<file path="src/shared/cfs_pkg.sv">
package cfs_pkg;

	// ==========================================
	// register map (byte addresses)
	localparam logic [11:0] ADDR_RETRY = 12'h000;
	localparam logic [11:0] ADDR_TIMEOUT = 12'h004;
	localparam logic [11:0] ADDR_STOPMODE = 12'h008;
	localparam logic [11:0] ADDR_USERGRP = 12'h00C;
	localparam logic [11:0] ADDR_TERMSEL = 12'h010;
	localparam logic [11:0] ADDR_CTRL = 12'h014;
	localparam logic [11:0] ADDR_STATUS = 12'h018;
	localparam logic [11:0] ADDR_HIST = 12'h01C;
	localparam logic [11:0] ADDR_DISP = 12'h020;

	// ==========================================
	// setting encodings and reset values
	localparam logic [13:0] SET_DISABLED = 14'h270F;
	localparam logic [13:0] RETRY_RST = 14'h0001;
	localparam logic [13:0] TIMEOUT_RST = 14'h0000;
	localparam logic [13:0] TIMEOUT_MAX = 14'h270E;
	localparam logic [1:0] STOPMODE_RST = 2'h0;
	localparam logic [7:0] TERMSEL_RST = 8'h00;
	localparam logic [7:0] TERM_ALARM_HI = 8'h62;
	localparam logic [7:0] TERM_ALARM_LO = 8'hC6;
	localparam logic [7:0] TRIP_CODE = 8'hA1;
	localparam logic [7:0] NO_CODE = 8'h00;

	// ==========================================
	// control and status bit positions
	localparam int CTRL_CLR = 0;
	localparam int ST_TRIP = 0;
	localparam int ST_ALARM = 1;
	localparam int ST_FAULT = 2;
	localparam int ST_ARMED = 3;
	localparam int ST_DECEL = 4;

	// ==========================================
	// timing: one timeout unit is 0.1 s
	localparam int CLK_HZ = 25000000;
	localparam int UNIT_MS = 100;
	localparam int UNIT_CYC = CLK_HZ / 1000 * UNIT_MS;

	// stop behaviour
	typedef enum logic [1:0] {
		CFS_COAST = 2'h0,
		CFS_DECEL_ALM = 2'h1,
		CFS_DECEL_RESTART = 2'h2,
		CFS_COAST_ALT = 2'h3
	} cfs_mode_e;

	typedef enum logic [1:0] {
		CFS_RUN = 2'b00,
		CFS_DECEL = 2'b01,
		CFS_STOPPED = 2'b11
	} cfs_state_e;

endpackage : cfs_pkg

</file>
<file path="src/rtl/cfs_supervisor.sv">
// The placing of the registers and the APB interface to the registers were decided locally.
`timescale 1ns/1ps
`default_nettype none
module cfs_supervisor
	import cfs_pkg::*;
(
	// clock and reset
	input wire logic I_CLK,
	input wire logic I_RESET,
	// apb slave
	input wire logic I_PSEL,
	input wire logic I_PENABLE,
	input wire logic I_PWRITE,
	input wire logic [11:0] I_PADDR,
	input wire logic [31:0] I_PWDATA,
	output logic [31:0] O_PRDATA,
	output logic O_PREADY,
	output logic O_PSLVERR,
	// link receiver events
	input wire logic I_MSG_OK,
	input wire logic I_MSG_ERR,
	input wire logic I_MODBUS_SEL,
	input wire logic I_NET_MODE,
	input wire logic I_OPTION_FITTED,
	// drive side
	input wire logic I_HARD_RESET,
	input wire logic I_MOTOR_STOPPED,
	input wire logic I_RUN_CMD,
	input wire logic [15:0] I_SPEED_CMD,
	// drive outputs
	output logic O_COAST,
	output logic O_DECEL,
	output logic O_RUN,
	output logic [15:0] O_SPEED,
	output logic O_FAULT_OUTPUT_SIGNAL,
	output logic O_ALARM_TERMINAL,
	output logic [7:0] O_DISPLAY_CODE
);

	// ==========================================
	// settings
	logic [13:0] retry_q;
	logic [13:0] timeout_q;
	logic [1:0] mode_q;
	logic [7:0] usergrp_q;
	logic [7:0] termsel_q;
	logic [7:0] hist_q;
	logic [13:0] err_cnt_q;
	logic [13:0] units_q;
	logic [31:0] tick_q;
	logic armed_q;
	logic net_q;
	logic trip_q;
	logic alarm_q;
	logic fault_q;
	logic held_run_q;
	logic [15:0] held_speed_q;
	cfs_state_e state_q;

	logic wr_en;
	logic set_ok;
	logic clr_req;
	logic msg_any;
	logic retry_trip;
	logic loss_trip;
	logic net_trip;
	logic trip_evt;
	logic mapped;
	logic fault_cond;

	// decode a register address to its mapped flag
	function automatic logic is_mapped(input logic [11:0] a);
		is_mapped = (a == ADDR_RETRY) || (a == ADDR_TIMEOUT) || (a == ADDR_STOPMODE) ||
			(a == ADDR_USERGRP) || (a == ADDR_TERMSEL) || (a == ADDR_CTRL) ||
			(a == ADDR_STATUS) || (a == ADDR_HIST) || (a == ADDR_DISP);
	endfunction : is_mapped

	// apb access phase strobes; zero wait states
	assign mapped = is_mapped(I_PADDR);
	assign wr_en = I_PSEL && I_PENABLE && I_PWRITE && mapped;
	assign O_PREADY = 1'b1;
	// unmapped access answers with slave error and has no side effect
	assign O_PSLVERR = I_PSEL && I_PENABLE && !mapped;
	assign set_ok = (usergrp_q == 8'h00) || I_OPTION_FITTED;
	assign clr_req = wr_en && (I_PADDR == ADDR_CTRL) && I_PWDATA[CTRL_CLR];
	assign msg_any = I_MSG_OK || I_MSG_ERR;

	// ==========================================
	// settings writes, guarded by the group select
	// a refused write is dropped silently; the bus transfer still completes
	always_ff @(posedge I_CLK) begin
		if (I_RESET) begin
			retry_q <= RETRY_RST;
			timeout_q <= TIMEOUT_RST;
			mode_q <= STOPMODE_RST;
		end else if (wr_en && set_ok) begin
			if (I_PADDR == ADDR_RETRY) begin
				retry_q <= I_PWDATA[13:0];
			end
			if (I_PADDR == ADDR_TIMEOUT) begin
				timeout_q <= I_PWDATA[13:0];
			end
			if (I_PADDR == ADDR_STOPMODE) begin
				mode_q <= I_PWDATA[1:0];
			end
		end
	end

	// group select and terminal function are always writable
	// the select itself never locks, or the settings could not be reopened
	always_ff @(posedge I_CLK) begin
		if (I_RESET) begin
			usergrp_q <= 8'h00;
			termsel_q <= TERMSEL_RST;
		end else if (wr_en) begin
			if (I_PADDR == ADDR_USERGRP) begin
				usergrp_q <= I_PWDATA[7:0];
			end
			if (I_PADDR == ADDR_TERMSEL) begin
				termsel_q <= I_PWDATA[7:0];
			end
		end
	end

	// ==========================================
	// consecutive receive error counting
	// saturates so a flood of errors cannot wrap back under the limit
	// modbus error frames leave the count untouched; a good message clears it
	always_ff @(posedge I_CLK) begin
		if (I_RESET) begin
			err_cnt_q <= 14'h0000;
		end else if (I_MSG_OK) begin
			err_cnt_q <= 14'h0000;
		end else if (I_MSG_ERR && !I_MODBUS_SEL && err_cnt_q != 14'h3FFF) begin
			err_cnt_q <= err_cnt_q + 14'h0001;
		end
	end

	// trip once the count exceeds the limit, never with the disabled code
	// a clean message in the same cycle wins, else the stale count would
	// re-trip at the very edge that should release a mode 2 restart
	assign retry_trip = !I_MODBUS_SEL && !I_MSG_OK && retry_q != SET_DISABLED &&
		err_cnt_q > retry_q;

	// alarm flag: set by errors in disabled mode; set wins over clear
	// an error and a clear in one cycle leave the flag set
	always_ff @(posedge I_CLK) begin
		if (I_RESET) begin
			alarm_q <= 1'b0;
		end else if (I_MSG_ERR && !I_MODBUS_SEL && retry_q == SET_DISABLED) begin
			alarm_q <= 1'b1;
		end else if (clr_req || I_MSG_OK) begin
			alarm_q <= 1'b0;
		end
	end

	// terminal routing with selectable polarity
	// an unassigned terminal rests low
	always_ff @(posedge I_CLK) begin
		if (I_RESET) begin
			O_ALARM_TERMINAL <= 1'b0;
		end else if (termsel_q == TERM_ALARM_HI) begin
			O_ALARM_TERMINAL <= alarm_q;
		end else if (termsel_q == TERM_ALARM_LO) begin
			O_ALARM_TERMINAL <= !alarm_q;
		end else begin
			O_ALARM_TERMINAL <= 1'b0;
		end
	end

	// ==========================================
	// signal loss supervision
	// registered mode level; its rising edge marks mode entry
	always_ff @(posedge I_CLK) begin
		if (I_RESET) begin
			net_q <= 1'b0;
		end else begin
			net_q <= I_NET_MODE;
		end
	end

	// arm at the first message inside network mode
	always_ff @(posedge I_CLK) begin
		if (I_RESET || !I_NET_MODE) begin
			armed_q <= 1'b0;
		end else if (msg_any) begin
			armed_q <= 1'b1;
		end
	end

	// 0.1 s tick and unit counter; any message restarts both
	// one shared unit counter: resolution is one unit, traded for area
	// the 32-bit tick leaves ample room for the 0.1 s count
	always_ff @(posedge I_CLK) begin
		if (I_RESET || !armed_q || msg_any) begin
			tick_q <= 32'h0000_0000;
			units_q <= 14'h0000;
		end else if (tick_q == 32'(UNIT_CYC - 1)) begin
			tick_q <= 32'h0000_0000;
			if (units_q != 14'h3FFF) begin
				units_q <= units_q + 14'h0001;
			end
		end else begin
			tick_q <= tick_q + 32'h0000_0001;
		end
	end

	// host must keep traffic denser than the interval
	// a message in this cycle wins over the elapsed count
	assign loss_trip = armed_q && !msg_any && timeout_q != SET_DISABLED &&
		timeout_q != 14'h0000 && timeout_q <= TIMEOUT_MAX && units_q >= timeout_q;
	// timeout 0 trips on mode entry even while traffic flows
	assign net_trip = I_NET_MODE && !net_q && timeout_q == 14'h0000;
	assign trip_evt = retry_trip || loss_trip || net_trip;

	// ==========================================
	// fault condition: latched trip, cleared by software
	// in modes 0/1/3 the trip holds; in mode 2 it drops when the cause goes
	always_ff @(posedge I_CLK) begin
		if (I_RESET) begin
			trip_q <= 1'b0;
		end else if (trip_evt) begin
			trip_q <= 1'b1;
		end else if (clr_req || (mode_q == CFS_DECEL_RESTART && I_MSG_OK)) begin
			trip_q <= 1'b0;
		end
	end
	assign fault_cond = trip_q || trip_evt;

	// ==========================================
	// stop sequencing
	// decel ends early when the cause clears; the ramps themselves are external
	always_ff @(posedge I_CLK) begin
		if (I_RESET) begin
			state_q <= CFS_RUN;
		end else begin
			unique case (state_q)
				CFS_RUN: begin
					if (fault_cond) begin
						if (mode_q == CFS_COAST || mode_q == CFS_COAST_ALT) begin
							state_q <= CFS_STOPPED;
						end else begin
							state_q <= CFS_DECEL;
						end
					end
				end
				CFS_DECEL: begin
					if (!fault_cond) begin
						state_q <= CFS_RUN;
					end else if (I_MOTOR_STOPPED) begin
						state_q <= CFS_STOPPED;
					end
				end
				CFS_STOPPED: begin
					if (!fault_cond) begin
						state_q <= CFS_RUN;
					end
				end
				// an unused code parks the drive stopped until cleared
				default: begin
					state_q <= CFS_STOPPED;
				end
			endcase
		end
	end

	// fault output: immediate in coast, after stop in mode 1, never in mode 2
	// mode 2 keeps the output low, so its faults never reach the history
	always_ff @(posedge I_CLK) begin
		if (I_RESET || !fault_cond) begin
			fault_q <= 1'b0;
		end else if (mode_q == CFS_COAST || mode_q == CFS_COAST_ALT) begin
			fault_q <= 1'b1;
		end else if (mode_q == CFS_DECEL_ALM && state_q == CFS_STOPPED) begin
			fault_q <= 1'b1;
		end
	end

	// history stores the code only on a real fault output
	// hardware write only; software cannot erase the record
	always_ff @(posedge I_CLK) begin
		if (I_RESET) begin
			hist_q <= NO_CODE;
		end else if (fault_q) begin
			hist_q <= TRIP_CODE;
		end
	end

	// commands held from before the fault: run is replayed on restart, speed is driven during decel and stop
	// sampled only while running clean, so a fault freezes the last command
	always_ff @(posedge I_CLK) begin
		if (I_RESET) begin
			held_run_q <= 1'b0;
			held_speed_q <= 16'h0000;
		end else if (state_q == CFS_RUN && !fault_cond) begin
			held_run_q <= I_RUN_CMD;
			held_speed_q <= I_SPEED_CMD;
		end
	end

	// ==========================================
	// drive outputs; decel and accel ramps belong to the ramp generator
	// hard reset overrides every stop mode and forces a coast
	always_ff @(posedge I_CLK) begin
		if (I_RESET) begin
			O_COAST <= 1'b1;
			O_DECEL <= 1'b0;
			O_RUN <= 1'b0;
			O_SPEED <= 16'h0000;
			O_FAULT_OUTPUT_SIGNAL <= 1'b0;
			O_DISPLAY_CODE <= NO_CODE;
		end else begin
			O_COAST <= I_HARD_RESET || (state_q == CFS_STOPPED && mode_q != CFS_DECEL_ALM
				&& mode_q != CFS_DECEL_RESTART);
			O_DECEL <= !I_HARD_RESET && state_q == CFS_DECEL;
			O_RUN <= !I_HARD_RESET && state_q == CFS_RUN && !fault_cond &&
				(held_run_q || I_RUN_CMD);
			O_SPEED <= (state_q == CFS_RUN) ? I_SPEED_CMD : held_speed_q;
			O_FAULT_OUTPUT_SIGNAL <= fault_q;
			// code shown while faulted, monitor afterwards
			// modes 1 and 2 wait for standstill before showing the code
			if (fault_cond && (mode_q != CFS_DECEL_ALM || state_q == CFS_STOPPED)) begin
				O_DISPLAY_CODE <= (mode_q == CFS_DECEL_RESTART && state_q != CFS_STOPPED)
					? NO_CODE : TRIP_CODE;
			end else begin
				O_DISPLAY_CODE <= NO_CODE;
			end
		end
	end

	// ==========================================
	// read mux; history view shows temporary code without storing it
	// loaded in the setup cycle so the data stands through the access phase
	always_ff @(posedge I_CLK) begin
		if (I_RESET) begin
			O_PRDATA <= 32'h0000_0000;
		end else if (I_PSEL && !I_PENABLE && !I_PWRITE) begin
			unique case (I_PADDR)
				ADDR_RETRY: O_PRDATA <= {18'h0_0000, retry_q};
				ADDR_TIMEOUT: O_PRDATA <= {18'h0_0000, timeout_q};
				ADDR_STOPMODE: O_PRDATA <= {30'h0000_0000, mode_q};
				ADDR_USERGRP: O_PRDATA <= {24'h00_0000, usergrp_q};
				ADDR_TERMSEL: O_PRDATA <= {24'h00_0000, termsel_q};
				ADDR_STATUS: O_PRDATA <= {27'h000_0000, state_q == CFS_DECEL, armed_q,
					fault_q, alarm_q, trip_q};
				ADDR_HIST: O_PRDATA <= {24'h00_0000,
					(fault_cond && !fault_q && mode_q == CFS_DECEL_RESTART) ? TRIP_CODE
					: hist_q};
				ADDR_DISP: O_PRDATA <= {24'h00_0000, O_DISPLAY_CODE};
				default: O_PRDATA <= 32'h0000_0000;
			endcase
		end
	end

	// nothing here transmits; replies are the protocol engine's job

endmodule : cfs_supervisor
`default_nettype wire

</file>
<file path="config.mk">
export PLATFORM = sky130hd
export DESIGN_NAME = cfs_supervisor
export DESIGN_NICKNAME = d
export VERILOG_FILES = /design/src/shared/cfs_pkg.sv /design/src/rtl/cfs_supervisor.sv
export SDC_FILE = /design/constraint.sdc
export NUM_CORES = 1
export LEC_CHECK = 0
export ABC_AREA = 0
export BUFFER_PORTS_ARGS = -buffer_cell sky130_fd_sc_hd__buf_2
export CAP_MARGIN = 20
export CORE_MARGIN = 2
export CORE_UTILIZATION = 40
export CTS_BUF_LIST = sky130_fd_sc_hd__clkbuf_2 sky130_fd_sc_hd__clkbuf_4 sky130_fd_sc_hd__clkbuf_8
export DETAILED_ROUTE_END_ITERATION = 10
export SLEW_MARGIN = 30
export SYNTH_ARGS = -nofsm -noshare
export SYNTH_HDL_FRONTEND = slang
export SYNTH_SLANG_ARGS = --single-unit
</file>
<file path="constraint.sdc">
create_clock -name I_CLK -period 2.9 [get_ports I_CLK]
set_clock_uncertainty 0.05 [all_clocks]
set_input_delay 0.58 -clock I_CLK [delete_from_list [all_inputs] [get_ports I_CLK]]
set_output_delay 0.58 -clock I_CLK [all_outputs]
set_load 0.1 [all_outputs]
</file>
==> run metrics <==
status=complete, no violations; final setup fails=0; Post-CTS Hold Buffers=0; crit path kind=flip-flop to flip-flop; Vias=approximately 6800; Pins Over Slew Limit=0; worst-margin pin slew=0.6030 ns; post-synthesis sequential area ratio=between 40% and 50%; Tmin final=2.664 ns; power per cell area=between 400 and 500 mW/mm^2; Startpoint Class=flip-flop; global-route wire length before repair=roughly 32 mm; CTS Buf Count=17; most frequent cells in the layout=dfxtp_1 (167), nor2_1 (134), nand2_1 (111); Global Route Usage Sum=a little under a fifth; CP Cell Sequence=inv_1, ha_1, nand4_1, nor4_1, or4_1, a31oi_1, a211o_1, o31ai_1, a311oi_1; post-synthesis cell area=~0.0081 sq mm; ys flop type=dfxtp_1; mean post-synth cell area=8.479 sq um; ys async rst share=0%; Rel. slew slack=about three fifths; core footprint=0.02010 sq mm; setup TNS=0 ns; #FFs+latches synth=around 170; drt pass-1 iters=5; Final Wtd Congestion=0.8500; final wirelength=between 15 and 20 mm; Final Total Pwr=about 0.0046 W; CTS tree=done; Final ANT Viol Nets=0; Reg clk slew, reported paths=about 0.1 ns; synth-to-layout area growth=13.99%; setup ws final=0.2356 ns; DRT iter0 DRCs=a little under 500; worst hold slack=roughly 0.25 ns; DP Wirelength=14.20 mm; fin crit share=between 90% and 100%; Diodes inserted=0; Die ar.=~0.021 sq mm; Ys Warns=0; number of port buffers=93; largest buffer count on any clock path=2; required time worst endpoint=3.18 ns; Crit path buffers/inverters=1; P_leak=about 3.4 nW; Place WS=between 0.2 and 0.3 ns; Worst VDD drop=0.0002679 V; Unique masters post-synth=62; Crit-path slowest cell=o31ai_1; Die Span X=146.6 um; Post-synth EDFFs=0; latest clock arrival within the worst-skew pair=about 0.47 ns; IO Pins=about 140; Layout Nets=about 1200; DR WL/cell=~15 um; Vias/cell=~5; critical path data arrival time=between 2 and 3 ns; initial antenna violation count=0; maximum capacitance violations=0; delay-heaviest family, CP=compound AO/OA/AOI/OAI gates; Crit. End Element=flip-flop; Worst path max stage delay=roughly 0.45 ns; final hold vios=0; share of layout cells above drive strength 1=15.24%; DRC viols=0; # rows=between 50 and 60; vias in the first global route=between 6000 and 7000; H-tree depth=4; postcts setup bufs=0; starting density of the core=~40%; leading cell type in the layout, fill and taps excluded=dfxtp_1; worst hold path type=input pin to flip-flop; GRT overflow=0; Sink Count=around 170; Die H=~150 um; unrepaired setup endpoints after global routing=false; clock root buffer=clkbuf_8; Post-Syn Instances=around 960; fillers=2010; CP max FO=4; CTS resizes=0; largest net degree at the start of global routing=106; Peak Freq=about 380 MHz
==> registers in the layout, indices dropped and copies added (netlist names), 2 cells and up <==
name,cells
units_q,14
O_SPEED,16
termsel_q,8
mode_q,2
timeout_q,14
retry_q,14
O_PRDATA,14
err_cnt_q,14
tick_q,32
state_q,2
held_speed_q,16
usergrp_q,8
==> path summary, 6_finish.rpt <==
check / from / endpoint / slack (ns) / cells after the start
setup / recovery: retry_q[9] / O_PRDATA[5] / 0.24 / 9
hold / removal: I_HARD_RESET / O_RUN / 0.25 / 2
setup reg to reg: retry_q[9] / O_PRDATA[5] / 0.24 / 9
hold reg to reg: held_speed_q[4] / O_SPEED[4] / 0.41 / 2
==> cell usage after synthesis, drive strengths merged, types with 10 or more instances <==
cell	n	area (sq um)
buf	38	275.3
and3	14	87.58
or3	12	75.07
xor2	27	236.5
inv	39	146.4
nor3	11	60.06
a21oi	69	345.3
mux2i	53	530.5
clkbuf	31	116.4
nand3	24	120.1
a22oi	12	90.09
o21ai	13	65.06
nor4	13	102.6
nand2	111	416.7
dfxtp	167	3343
ha	33	412.9
xnor2	21	183.9
nor2b	10	62.56
nor2	134	503.0
nand4	17	106.4
nand2b	37	231.5
==> per-stage QoR <==
stage	utilization, %	instances	instance area (sq um)
4_1_cts	46.10	1333	9269
6_report	46.10	1333	9269
3_5_place_dp	44.14	1301	8874
3_3_place_gp	44.14	1301	8874
5_1_grt	46.10	1333	9269
2_1_floorplan	-	981	8214
==> worst register-to-register path: cells and delay by family (launching register included) <==
kind | cells | cell delay, ns
AOI/OAI and AO/OA | 4 | 1.05
DFF | 1 | 0.43
and+or+nand+nor | 3 | 0.60
buffers and inverters | 1 | 0.08
adders and majority gates | 1 | 0.33
==> cells by family after synthesis <==
| logic type | count (synthesis) | share of synthesized area (%) |
|---|---|---|
| compound gates | 128 | 9.802 |
| xor+xnor | 48 | 5.170 |
| fa+ha+maj | 33 | 5.078 |
| buf+inv | 108 | 6.616 |
| flops | 167 | 41.11 |
| mux | 53 | 6.524 |
| other cells | 2 | 0.09236 |
| simple gates | 420 | 25.60 |
==> report_power, final <==
group          total [W]  switching [W]  leakage, nW  internal, W
clock            0.00165        0.00100        0.199     0.000648
combinational   0.000607       0.000483         1.85     0.000124
sequential       0.00237      0.0000288         1.35      0.00234
total            0.00463        0.00152         3.40      0.00311
==> per-layer routing <==
metal	vias to the layer above	track usage [%]	share of wire, %
li1	3418	-	-
met1	3155	25.47	48
met2	160	29.11	47
met3	18	3.969	4.8
met4	0	4.854	1.1
met5	-	0	0
==> layout make-up <==
type / instances / area, sq um / share of cell area [%]
Inverter: 39 / 146.4 / 1.579
Clock buffer: 17 / 234.0 / 2.524
Sequential cell: 167 / 3343 / 36.07
Tap cell: 270 / 337.8 / 3.645
Timing Repair Buffer: 119 / 700.7 / 7.559
Clock inverter: 15 / 161.4 / 1.741
Multi-Input combinational cell: 706 / 4345 / 46.88
No activity file was read; power rests on OpenSTA's default activity.
